<file path="src/rtl/prox_regs_pkg.sv">
// Purpose: shared register map, field widths and carrier types for the readback/reset bank
// Assumes: byte-wide register port driven by the serial host interface engine
// Notes:   addresses are register indices as seen by the host
package prox_regs_pkg;

  localparam int NUM_PHASES   = 4;
  localparam int PHASE_SEL_W  = 2;
  localparam int DATA_W       = 16;
  localparam int COMP_HI_W    = 6;
  localparam int OFFSET_W     = 14;

  localparam logic [7:0] ADDR_PHASE_SEL = 8'h60;
  localparam logic [7:0] ADDR_USE_HI    = 8'h61;
  localparam logic [7:0] ADDR_USE_LO    = 8'h62;
  localparam logic [7:0] ADDR_AVG_HI    = 8'h63;
  localparam logic [7:0] ADDR_AVG_LO    = 8'h64;
  localparam logic [7:0] ADDR_DIFF_HI   = 8'h65;
  localparam logic [7:0] ADDR_COMP_HI   = 8'h66;
  localparam logic [7:0] ADDR_COMP_LO   = 8'h68;
  localparam logic [7:0] ADDR_THR_HI    = 8'h69;
  localparam logic [7:0] ADDR_THR_LO    = 8'h6A;
  localparam logic [7:0] ADDR_SOFT_RST  = 8'h9F;
  localparam logic [7:0] ADDR_CHIP_ID   = 8'hFA;
  localparam logic [7:0] ADDR_REV       = 8'hFE;

  localparam logic [7:0] RESET_KEY      = 8'hDE;
  localparam logic [7:0] READ_ZERO      = 8'h00;
  localparam logic [1:0] COMP_HI_PAD    = 2'h0;
  localparam logic [PHASE_SEL_W-1:0] PHASE_SEL_RST = 2'h0;
  localparam logic [OFFSET_W-1:0]    OFFSET_RST    = 14'h0000;
  localparam logic [COMP_HI_W-1:0]   COMP_HI_RST   = 6'h00;
  localparam logic signed [DATA_W-1:0] THR_RST = 16'sh0000;
  localparam logic signed [DATA_W-1:0] THR_MAX = 16'sh7FFF;
  localparam logic signed [DATA_W-1:0] THR_MIN = -16'sh7FFF - 16'sh0001;

  typedef struct packed {
    logic       wr;
    logic       rd;
    logic [7:0] addr;
    logic [7:0] wdata;
  } reg_req_t;

  typedef struct packed {
    logic       valid;
    logic [7:0] rdata;
  } reg_rsp_t;

  typedef struct packed {
    logic [DATA_W-1:0] useful;
    logic [DATA_W-1:0] avg;
    logic [DATA_W-1:0] diff;
  } phase_data_t;

  function automatic logic [7:0] hi_byte(input logic [DATA_W-1:0] v);
    hi_byte = v[DATA_W-1:8];
  endfunction : hi_byte

  function automatic logic [7:0] lo_byte(input logic [DATA_W-1:0] v);
    lo_byte = v[7:0];
  endfunction : lo_byte

endpackage : prox_regs_pkg

</file>
<file path="src/rtl/prox_readback_reset_regs.sv">
// Purpose: phase readback, offset override, threshold readback, soft reset and identity regs
// Assumes: one register request per cycle from the serial host engine, synchronous to core_clk
// Notes:   read data answers one cycle after the request; unmapped reads return zero
`timescale 1ns/1ps
module prox_readback_reset_regs
#(
  parameter int         PHASES        = prox_regs_pkg::NUM_PHASES,
  parameter logic [7:0] PART_CODE     = 8'h5A, // arbitrary value
  parameter logic [7:0] REVISION_CODE = 8'h01  // arbitrary value
)
(
  input  wire logic                                    core_clk,
  input  wire logic                                    rst,
  input  wire prox_regs_pkg::reg_req_t                 reg_req,
  output prox_regs_pkg::reg_rsp_t                      reg_rsp_reg,
  input  wire prox_regs_pkg::phase_data_t              phase_data [PHASES],
  input  wire logic                                    cal_valid,
  input  wire logic [prox_regs_pkg::PHASE_SEL_W-1:0]   cal_phase,
  input  wire logic [prox_regs_pkg::OFFSET_W-1:0]      cal_offset,
  input  wire logic [7:0]                              threshold_slope,
  input  wire logic signed [prox_regs_pkg::DATA_W-1:0] third_phase_sample,
  input  wire logic signed [prox_regs_pkg::DATA_W-1:0] threshold_bias,
  output logic [prox_regs_pkg::OFFSET_W-1:0]           comp_offset_reg [PHASES],
  output logic [prox_regs_pkg::PHASE_SEL_W-1:0]        readback_phase_select_reg,
  output logic                                         soft_reset_req_reg
);

  if (PHASES != prox_regs_pkg::NUM_PHASES)
    $error("PHASES must equal the selector range");

  logic                                       blk_rst;
  logic                                       wr_phase_sel;
  logic                                       wr_comp_hi;
  logic                                       wr_comp_lo;
  logic                                       wr_reset_key;
  logic [prox_regs_pkg::COMP_HI_W-1:0]        pending_hi_reg;
  logic                                       pending_valid_reg;
  logic signed [prox_regs_pkg::DATA_W-1:0]    threshold_val;
  logic [prox_regs_pkg::OFFSET_W-1:0]         sel_offset;
  prox_regs_pkg::phase_data_t                 sel_data;
  prox_regs_pkg::reg_rsp_t                    reg_rsp_next;

  // soft reset clears this bank the cycle after the key lands
  assign blk_rst      = rst | soft_reset_req_reg;
  assign wr_phase_sel = reg_req.wr && (reg_req.addr == prox_regs_pkg::ADDR_PHASE_SEL);
  assign wr_comp_hi   = reg_req.wr && (reg_req.addr == prox_regs_pkg::ADDR_COMP_HI);
  assign wr_comp_lo   = reg_req.wr && (reg_req.addr == prox_regs_pkg::ADDR_COMP_LO);
  assign wr_reset_key = reg_req.wr && (reg_req.addr == prox_regs_pkg::ADDR_SOFT_RST)
                        && (reg_req.wdata == prox_regs_pkg::RESET_KEY);
  assign sel_data     = phase_data[readback_phase_select_reg];
  assign sel_offset   = comp_offset_reg[readback_phase_select_reg];

  prox_threshold_calc u_threshold
  (
    .core_clk           (core_clk),
    .rst                (blk_rst),
    .threshold_slope    (threshold_slope),
    .third_phase_sample (third_phase_sample),
    .threshold_bias     (threshold_bias),
    .threshold_reg      (threshold_val)
  );

  always_ff @(posedge core_clk)
  begin
    if (blk_rst)
      readback_phase_select_reg <= prox_regs_pkg::PHASE_SEL_RST;
    else if (wr_phase_sel)
      readback_phase_select_reg <= reg_req.wdata[prox_regs_pkg::PHASE_SEL_W-1:0];
  end

  // only the exact key triggers; the request itself is not reset by itself
  always_ff @(posedge core_clk)
  begin
    if (rst)
      soft_reset_req_reg <= 1'b0;
    else
      soft_reset_req_reg <= wr_reset_key && !soft_reset_req_reg;
  end

  always_ff @(posedge core_clk)
  begin
    if (blk_rst)
    begin
      pending_hi_reg    <= prox_regs_pkg::COMP_HI_RST;
      pending_valid_reg <= 1'b0;
    end
    else if (wr_comp_hi)
    begin
      pending_hi_reg    <= reg_req.wdata[prox_regs_pkg::COMP_HI_W-1:0];
      pending_valid_reg <= 1'b1;
    end
    else if (wr_comp_lo)
      pending_valid_reg <= 1'b0;
  end

  // host override is written after the calibration update so it wins a collision
  always_ff @(posedge core_clk)
  begin
    if (blk_rst)
    begin
      for (int i = 0; i < PHASES; i++)
        comp_offset_reg[i] <= prox_regs_pkg::OFFSET_RST;
    end
    else
    begin
      if (cal_valid)
        comp_offset_reg[cal_phase] <= cal_offset;
      if (wr_comp_lo && pending_valid_reg)
        comp_offset_reg[readback_phase_select_reg] <= {pending_hi_reg, reg_req.wdata};
      else if (wr_comp_lo)
        comp_offset_reg[readback_phase_select_reg][7:0] <= reg_req.wdata;
    end
  end

  always_comb
  begin
    reg_rsp_next.valid = reg_req.rd;
    reg_rsp_next.rdata = prox_regs_pkg::READ_ZERO;
    if (reg_req.rd)
    begin
      unique case (reg_req.addr)
        prox_regs_pkg::ADDR_PHASE_SEL:
          reg_rsp_next.rdata = {6'h00, readback_phase_select_reg};
        prox_regs_pkg::ADDR_USE_HI:  reg_rsp_next.rdata = prox_regs_pkg::hi_byte(sel_data.useful);
        prox_regs_pkg::ADDR_USE_LO:  reg_rsp_next.rdata = prox_regs_pkg::lo_byte(sel_data.useful);
        prox_regs_pkg::ADDR_AVG_HI:  reg_rsp_next.rdata = prox_regs_pkg::hi_byte(sel_data.avg);
        prox_regs_pkg::ADDR_AVG_LO:  reg_rsp_next.rdata = prox_regs_pkg::lo_byte(sel_data.avg);
        prox_regs_pkg::ADDR_DIFF_HI: reg_rsp_next.rdata = prox_regs_pkg::hi_byte(sel_data.diff);
        prox_regs_pkg::ADDR_COMP_HI:
          reg_rsp_next.rdata = {prox_regs_pkg::COMP_HI_PAD, sel_offset[13:8]};
        prox_regs_pkg::ADDR_COMP_LO: reg_rsp_next.rdata = sel_offset[7:0];
        prox_regs_pkg::ADDR_THR_HI:
          reg_rsp_next.rdata = prox_regs_pkg::hi_byte(threshold_val);
        prox_regs_pkg::ADDR_THR_LO:
          reg_rsp_next.rdata = prox_regs_pkg::lo_byte(threshold_val);
        prox_regs_pkg::ADDR_SOFT_RST: reg_rsp_next.rdata = prox_regs_pkg::READ_ZERO;
        prox_regs_pkg::ADDR_CHIP_ID:  reg_rsp_next.rdata = PART_CODE;
        prox_regs_pkg::ADDR_REV:      reg_rsp_next.rdata = REVISION_CODE;
        default:                      reg_rsp_next.rdata = prox_regs_pkg::READ_ZERO;
      endcase
    end
  end

  always_ff @(posedge core_clk)
  begin
    if (blk_rst)
      reg_rsp_reg <= '0;
    else
      reg_rsp_reg <= reg_rsp_next;
  end
endmodule : prox_readback_reset_regs

</file>
<file path="src/rtl/prox_threshold_calc.sv">
// Purpose: detection threshold = slope * third phase sample + bias, signed, saturated
// Assumes: slope unsigned, sample and bias signed two's complement
// Notes:   one cycle of latency; result held in a flop
`timescale 1ns/1ps
module prox_threshold_calc
(
  input  wire logic                                      core_clk,
  input  wire logic                                      rst,
  input  wire logic [7:0]                                threshold_slope,
  input  wire logic signed [prox_regs_pkg::DATA_W-1:0]   third_phase_sample,
  input  wire logic signed [prox_regs_pkg::DATA_W-1:0]   threshold_bias,
  output logic signed [prox_regs_pkg::DATA_W-1:0]        threshold_reg
);

  logic signed [24:0] sum_full;
  logic signed [prox_regs_pkg::DATA_W-1:0] threshold_next;

  // wide enough for any slope*sample+bias, so saturation sees the true value
  assign sum_full = $signed({1'b0, threshold_slope}) * third_phase_sample
                  + threshold_bias;

  always_comb
  begin
    if (sum_full > 25'(prox_regs_pkg::THR_MAX))
      threshold_next = prox_regs_pkg::THR_MAX;
    else if (sum_full < 25'(prox_regs_pkg::THR_MIN))
      threshold_next = prox_regs_pkg::THR_MIN;
    else
      threshold_next = sum_full[prox_regs_pkg::DATA_W-1:0];
  end

  always_ff @(posedge core_clk)
  begin
    if (rst)
      threshold_reg <= prox_regs_pkg::THR_RST;
    else
      threshold_reg <= threshold_next;
  end

endmodule : prox_threshold_calc

</file>
<file path="config.mk">
export PLATFORM = sky130hd
export DESIGN_NAME = prox_readback_reset_regs
export DESIGN_NICKNAME = d
export VERILOG_FILES = /design/src/rtl/prox_regs_pkg.sv /design/src/rtl/prox_readback_reset_regs.sv /design/src/rtl/prox_threshold_calc.sv
export SDC_FILE = /design/constraint.sdc
export NUM_CORES = 1
export LEC_CHECK = 0
export BUFFER_PORTS_ARGS = -buffer_cell sky130_fd_sc_hd__buf_4
export CORE_MARGIN = 3
export CORE_UTILIZATION = 45
export CTS_BUF_LIST = sky130_fd_sc_hd__clkbuf_4 sky130_fd_sc_hd__clkbuf_8 sky130_fd_sc_hd__clkbuf_16
export CTS_CLUSTER_DIAMETER = 150
export DETAILED_ROUTE_END_ITERATION = 16
export GPL_TIMING_DRIVEN = 0
export PLACE_DENSITY = 0.79
export SYNTH_ARGS = -nofsm -noshare
export SYNTH_HDL_FRONTEND = slang
export SYNTH_SLANG_ARGS = --single-unit
</file>
<file path="constraint.sdc">
create_clock -name core_clk -period 6.8 [get_ports core_clk]
set_clock_uncertainty 0.1 [all_clocks]
set_input_delay 1.36 -clock core_clk [delete_from_list [all_inputs] [get_ports core_clk]]
set_output_delay 1.36 -clock core_clk [all_outputs]
set_load 0.01 [all_outputs]
</file>
==> run_results.csv, run 1 <==
group,metric,value,unit
outcome,status,"finished, final reports clean",
placed_design,dpl_cell_area,0.0137,sq mm
layout,drive_gt1_share,31.1,%
clock_network,path_clk_slew,0.06,ns
routing,drc,0,
worst_setup_path,startpoint,"threshold_slope[3]",
placed_design,place_hpwl,32.5,mm
worst_setup_path,critPathLaunchType,"input pin",
synthesis,yosys_warnings,0,
worst_setup_path,endpoint_kind,"flip-flop",
sta,fin_setup_tns,0,ns
worst_setup_path,critical_path_class,"input pin to flip-flop",
worst_setup_path,path_cells,"buf_4, buf_8, nand2_1, fa_1, inv_1, fa_1, fa_1, fa_1, inv_1, fa_1, inv_1, ha_2, nand4_1, o21ai_1, a21o_1, o21ai_1, o211ai_1, buf_4, xor2_1, and3_1, a41oi_4, buf_6, buf_12, o21ai_2",
clock_network,clock-root-buffer,"clkbuf_16",
synthesis,ys_seq_area_share,16.6,%
global_routing,grt_pass1_wl,59.4,mm
sta,setup_viol,0,
routing,first_pass_iters,9,
routing,drt-total-wl,39.6,mm
worst_setup_path,crit_required,6.98,ns
synthesis,synth-seq-cells,91,
synthesis,synth_edf_count,0,
die,die_h,162,um
sta,finalCriticalPeriod,6.71,ns
synthesis,async_flop_share,0,%
layout,multi_input_area,0.00850,sq mm
synthesis,synth_cell_types,66,
layout,areaGrowthSynthToFinish,32.2,%
worst_setup_path,crit_buf_inv,8,
worst_setup_path,critPathTopFamily,"adder cells",
global_routing,grt_max_degree,17,
sta,hold_viol_final,0,
die,dieArea,0.0263,sq mm
hold_path,min_path_type,"flip-flop to flip-flop",
routing,dr_wl_met3,3.37,mm
worst_setup_path,crit_end,"u_threshold.threshold_reg[1]",
worst_setup_path,critPathArrivalTime,6.89,ns
worst_setup_path,r2r_slack,3.54,ns
synthesis,synth_top_area_cell,"fa_1",
worst_setup_path,crit_slowest_cell,"fa_1",
synthesis,synth_area,0.0110,sq mm
layout,fill_cells,1949,
global_routing,grt_pass1_vias,10678,
synthesis,synth_common_cells,"inv_1, fa_1, nand2_1",
routing,wire_per_inst,21.9,um
clock_network,htree_levels,3,
worst_setup_path,rr_startpoint,"readback_phase_select_reg[1]",
synthesis,synth_fp_nets,1607,
die,die_x,162,um
synthesis,synthFlopType,"dfxtp_1",
power_and_ir_drop,power_density,465,mW/mm^2
worst_setup_path,path_depth,24,
clock_network,cts_tree,"built",
global_routing,antenna_found_initial,3,
synthesis,synth.area.top_cells,"fa_1, dfxtp_1, mux4_2",
sta,tightest_slew,1.44,ns
layout,nNetsFinal,1934,
run,drv_cap,0,
power_and_ir_drop,ir_drop,0.000521,V
routing,wl_met2,19.1,mm
die,fp-row-count,56,
layout,ff_latch_area,0.00182,sq mm
global_routing,grt_overflow,0,
sta,slew_viol_final,0,
synthesis,yosysMostFrequentCell,"inv_1",
clock_network,cts.sinks,91,
worst_setup_path,critPathMaxFanout,10,
worst_setup_path,worst-r2r-cell-count,7,
die,boundaryPins,337,
routing,drtIter0Drc,1151,
routing,viasPerCell,5.81,
routing,vias,10524,
sta,post-route-period-util,98.7,%
worst_setup_path,r2r_end,"comp_offset_reg[26]",
sta,relSlewSlack,3.33,%
routing,met1_length,14.6,mm
synthesis,synth_top_area_share,22.2,%
die,core-area,0.0238,sq mm
synthesis,synth.avg_cell_area,9.48,sq um
placed_design,port_buffers,302,
layout,postLayoutCellArea,0.0145,sq mm
clock_network,clk-insertion-delay-late,0.35,ns
placed_design,gp_congestion,0.980,
clock_network,cts_hold_buffers,0,
global_routing,track_usage,29.2,%
power_and_ir_drop,fin_total_pwr,6.76,mW
die,start_util,46.2,%
synthesis,synthCells,1159,
sta,rsz0062_at_grt,"yes",
sta,fmax,149,MHz
worst_setup_path,cp_common_cell,"fa_1",
layout,largest_reg_flops,56,
routing,drtAntennaViolNets,0,
routing,top_layer,"met5",
worst_setup_path,slowest_delay,0.55,ns
power_and_ir_drop,p_leak,6.99,nW
clock_network,cts_buffer_depth,2,
clock_network,cts_made_buffers,9,
[report_power, final]
| part | switching (mW) | total [mW] | internal (mW) |
|---|---|---|---|
| Sequential | 0.0253 | 0.650 | 0.624 |
| Combinational | 3.02 | 5.54 | 2.53 |
| Clock | 0.227 | 0.564 | 0.337 |
| Total | 3.27 | 6.76 | 3.49 |
[worst reg2reg max path: stages (launching register included)]
cell and delay, ns:
dfxtp_1 0.34, clkbuf_1 0.48, clkbuf_1 0.70, buf_1 0.61, nand3_1 0.31, clkbuf_1 0.33
nor2_1 0.18, a211oi_1 0.07
[layout by cell type (no fill, tap or decap), drive strengths merged, types with 5 or more instances in the layout]
master	n
a211oi	58
a21o	8
a21oi	23
a221oi	8
a22oi	12
a31oi	9
and2	69
and3	5
buf	339
clkbuf	41
dfxtp	91
fa	122
ha	57
inv	180
mux2i	70
mux4	54
nand2	103
nand3	12
nand4	5
nor2	85
nor3	9
o211ai	6
o21ai	19
o31ai	14
xnor2	18
xor2	11
[layer usage]
layer  up-vias  track usage (%)
li1       4631                -
met1      5119             36.2
met2       611             48.6
met3       161             5.28
met4         2             15.7
met5         -                0
[how the worst min path moves through the flow]
stage	slack [ns]	from	cells after the start	endpoint
2_1_floorplan	0.38	pending_valid_reg	2	pending_valid_reg
3_3_place_gp	0.39	pending_valid_reg	2	pending_valid_reg
6_report	0.41	pending_valid_reg	2	pending_valid_reg
4_1_cts	0.40	pending_valid_reg	2	pending_valid_reg
5_1_grt	0.43	pending_valid_reg	2	pending_valid_reg
3_5_place_dp	0.39	pending_valid_reg	2	pending_valid_reg
[timing repair]
action / 4_1_cts / 5_1_grt
resized for setup: 28 / 61
cloned: 1 / 1
setup endpoints to repair: 15 / 15
buffers inserted: 5 / 9
pin swaps: 5 / 31
[stage by stage]
step / util [%] / hold WS [ns] / instances / setup slack (ns)
final: 61.1 / 0.414 / 1812 / 0.0908
after floorplan: - / 0.376 / 1159 / 0.00853
after CTS: 59.6 / 0.404 / 1801 / -0.00363
after global placement: 57.5 / 0.389 / 1780 / -0.688
after global routing: 61.1 / 0.433 / 1812 / -0.0661
after detailed placement: 57.5 / 0.394 / 1780 / -0.765
[layout make-up]
cell class / count / area share, %
clock buffers: 10 / 1.65
clock inverters: 6 / 0.664
repair buffers: 319 / 17.0
flip-flops and latches: 91 / 12.5
diodes: 2 / 0.0345
inverters: 178 / 4.60
plain buffers: 52 / 2.22
well taps: 319 / 2.75
multi-input cells: 835 / 58.6
[logic make-up after synthesis]
family | count (synthesis) | synth area share (%)
xor+xnor | 29 | 2.31
mux | 124 | 17.5
buf+inv | 233 | 8.51
flops | 91 | 16.6
fa+ha+maj | 179 | 28.7
simple gates | 318 | 14.1
compound gates | 185 | 12.3
No activity file was read; power rests on OpenSTA's default activity.
==> run 2: changes to the inputs <==
--- a/config.mk
+++ b/config.mk
@@ -13,6 +13,7 @@
 export DETAILED_ROUTE_END_ITERATION = 16
 export GPL_TIMING_DRIVEN = 0
 export PLACE_DENSITY = 0.79
+export REMOVE_ABC_BUFFERS = 1
 export SYNTH_ARGS = -nofsm -noshare
 export SYNTH_HDL_FRONTEND = slang
 export SYNTH_SLANG_ARGS = --single-unit
==> run 2 against run 1 <==
  * Via count fell by 5.0%
  * Register-to-register slack improved by 0.54 ns
  * Flip-flop and latch count did not move
  * Worst setup slack improved by 0.10 ns
  * First-iteration DRC count fell by 28%
  * Sequential share of layout area rose by 0.56 points
  * Die area did not move
  * Critical path depth fell by 6
  * Clock power fell by 13%
  * Worst hold slack improved by 0.011 ns
  * Global-route usage fell by 3.1 points
==> run_results.csv, run 2 (synthesis results as in run 1) <==
group,metric,value,unit
outcome,status,"finished, final reports clean",
routing,drt-total-wl,35.1,mm
power_and_ir_drop,power_density,427,mW/mm^2
worst_setup_path,rr_startpoint,"readback_phase_select_reg[0]",
sta,fmax,151,MHz
layout,ff_latch_area,0.00183,sq mm
global_routing,grt_overflow,0,
sta,setup_viol,0,
hold_path,min_path_type,"flip-flop to flip-flop",
power_and_ir_drop,ir_drop,0.000503,V
die,boundaryPins,337,
worst_setup_path,r2r_slack,4.08,ns
die,start_util,46.2,%
placed_design,place_hpwl,27.9,mm
die,die_x,162,um
layout,nNetsFinal,1874,
layout,final_common_cell,"buf_4",
layout,final_cell_mix,"buf_4, inv_1, fa_1, nand2_1, dfxtp_1",
layout,multi_input_area,0.00839,sq mm
worst_setup_path,critPathMaxFanout,16,
routing,drtAntennaViolNets,0,
routing,top_layer,"met4",
hold_path,holdPathStages,2,
die,dieArea,0.0263,sq mm
worst_setup_path,startpoint,"threshold_slope[0]",
placed_design,dpl_cell_area,0.0135,sq mm
sta,fin_setup_tns,0,ns
clock_network,htree_levels,3,
worst_setup_path,critical_path_class,"input pin to flip-flop",
routing,dr_wl_met3,2.74,mm
routing,wl_met2,16.6,mm
clock_network,clock-root-buffer,"clkbuf_16",
placed_design,port_buffers,304,
sta,relSlewSlack,14.7,%
worst_setup_path,r2r_end,"reg_rsp_reg[6]",
routing,wire_per_inst,20.0,um
global_routing,grt_pass1_vias,10130,
routing,viasPerCell,5.71,
power_and_ir_drop,p_leak,6.76,nW
layout,largest_reg_flops,56,
clock_network,cts_buffer_depth,2,
global_routing,grt_max_degree,80,
worst_setup_path,worst-r2r-cell-count,5,
clock_network,cts_tree,"built",
clock_network,cts_hold_buffers,0,
die,core-area,0.0238,sq mm
global_routing,antenna_found_initial,2,
sta,slew_viol_final,0,
global_routing,grt_pass1_wl,54.3,mm
worst_setup_path,critPathLaunchType,"input pin",
sta,post-route-period-util,97.2,%
routing,drtIter0Drc,824,
power_and_ir_drop,fin_total_pwr,5.96,mW
clock_network,cts.sinks,91,
clock_network,clk-insertion-delay-late,0.35,ns
worst_setup_path,endpoint_kind,"flip-flop",
clock_network,cts_made_buffers,9,
layout,fill_cells,2059,
routing,drc,0,
sta,hold_slack,0.426,ns
worst_setup_path,crit_required,6.95,ns
layout,postLayoutCellArea,0.0140,sq mm
sta,hold_viol_final,0,
sta,finalCriticalPeriod,6.61,ns
routing,met1_length,14.1,mm
layout,areaGrowthSynthToFinish,27.1,%
worst_setup_path,critPathArrivalTime,6.76,ns
hold_path,min_from,"pending_valid_reg",
global_routing,track_usage,26.1,%
die,fp-row-count,56,
routing,first_pass_iters,5,
die,die_h,162,um
sta,tightest_slew,1.27,ns
routing,vias,9999,
run,drv_cap,0,
hold_path,hold_path_end,"pending_valid_reg",
placed_design,gp_congestion,0.900,
layout,drive_gt1_share,29.2,%
clock_network,path_clk_slew,0.07,ns
run 2: stage by stage:
stage | cells | worst slack, ns | utilization [%]
finish | 1752 | 0.192 | 58.8
global route | 1752 | -0.0224 | 58.8
CTS | 1747 | 0.0397 | 58.1
detailed placement | 1730 | -0.543 | 56.7
global placement | 1727 | -0.508 | 56.4
floorplan | 1104 | 0.186 | -
run 2: how the worst max path moves through the flow:
stage / to / slack, ns / cells after the start
after floorplan: u_threshold.threshold_reg[10] / 0.19 / 21
after global placement: u_threshold.threshold_reg[8] / -0.51 / 22
after detailed placement: u_threshold.threshold_reg[5] / -0.54 / 22
after CTS: u_threshold.threshold_reg[13] / 0.04 / 20
after global routing: u_threshold.threshold_reg[9] / -0.02 / 18
final: u_threshold.threshold_reg[9] / 0.19 / 18
run 2: final cells by class:
type,count,area share [%]
Clock buffer,10,1.71
Inverter,178,4.79
Sequential cell,91,13.1
Timing Repair Buffer,310,17.0
Multi-Input combinational cell,836,60.1
Tap cell,319,2.86
Clock inverter,6,0.350
Antenna cell,2,0.0359
run 2: per-layer routing:
metal  up-vias  global-route usage (%)
li1       4505                       -
met1      4918                    34.2
met2       480                    43.1
met3        96                    4.44
met4         0                    10.7
met5         -                       0
run 2: worst max-delay path: stages:
cell and delay, ns:
buf_6 0.15, nand2_1 0.16, fa_2 0.56, fa_1 0.66, inv_1 0.08, fa_1 0.48
inv_1 0.05, fa_1 0.45, fa_1 0.49, inv_1 0.04, ha_1 0.22, or4_1 0.57
a221o_1 0.30, o31ai_2 0.27, xnor2_2 0.21, nand2_1 0.20, a41o_2 0.40, o31ai_1 0.10
run 2: power breakdown:
group / internal [mW] / switching (mW) / leakage, nW
logic: 2.08 / 2.74 / 5.88
clock network: 0.262 / 0.229 / 0.137
registers: 0.624 / 0.0253 / 0.744
total: 2.97 / 3.00 / 6.76
run 2: timing repair:
item,CTS,global route
gates cloned,0,1
setup buffers,1,2
pin swaps,2,5
endpoints found under the hold margin,0,0
endpoints found under the setup margin,15,15
gates resized for setup,6,24
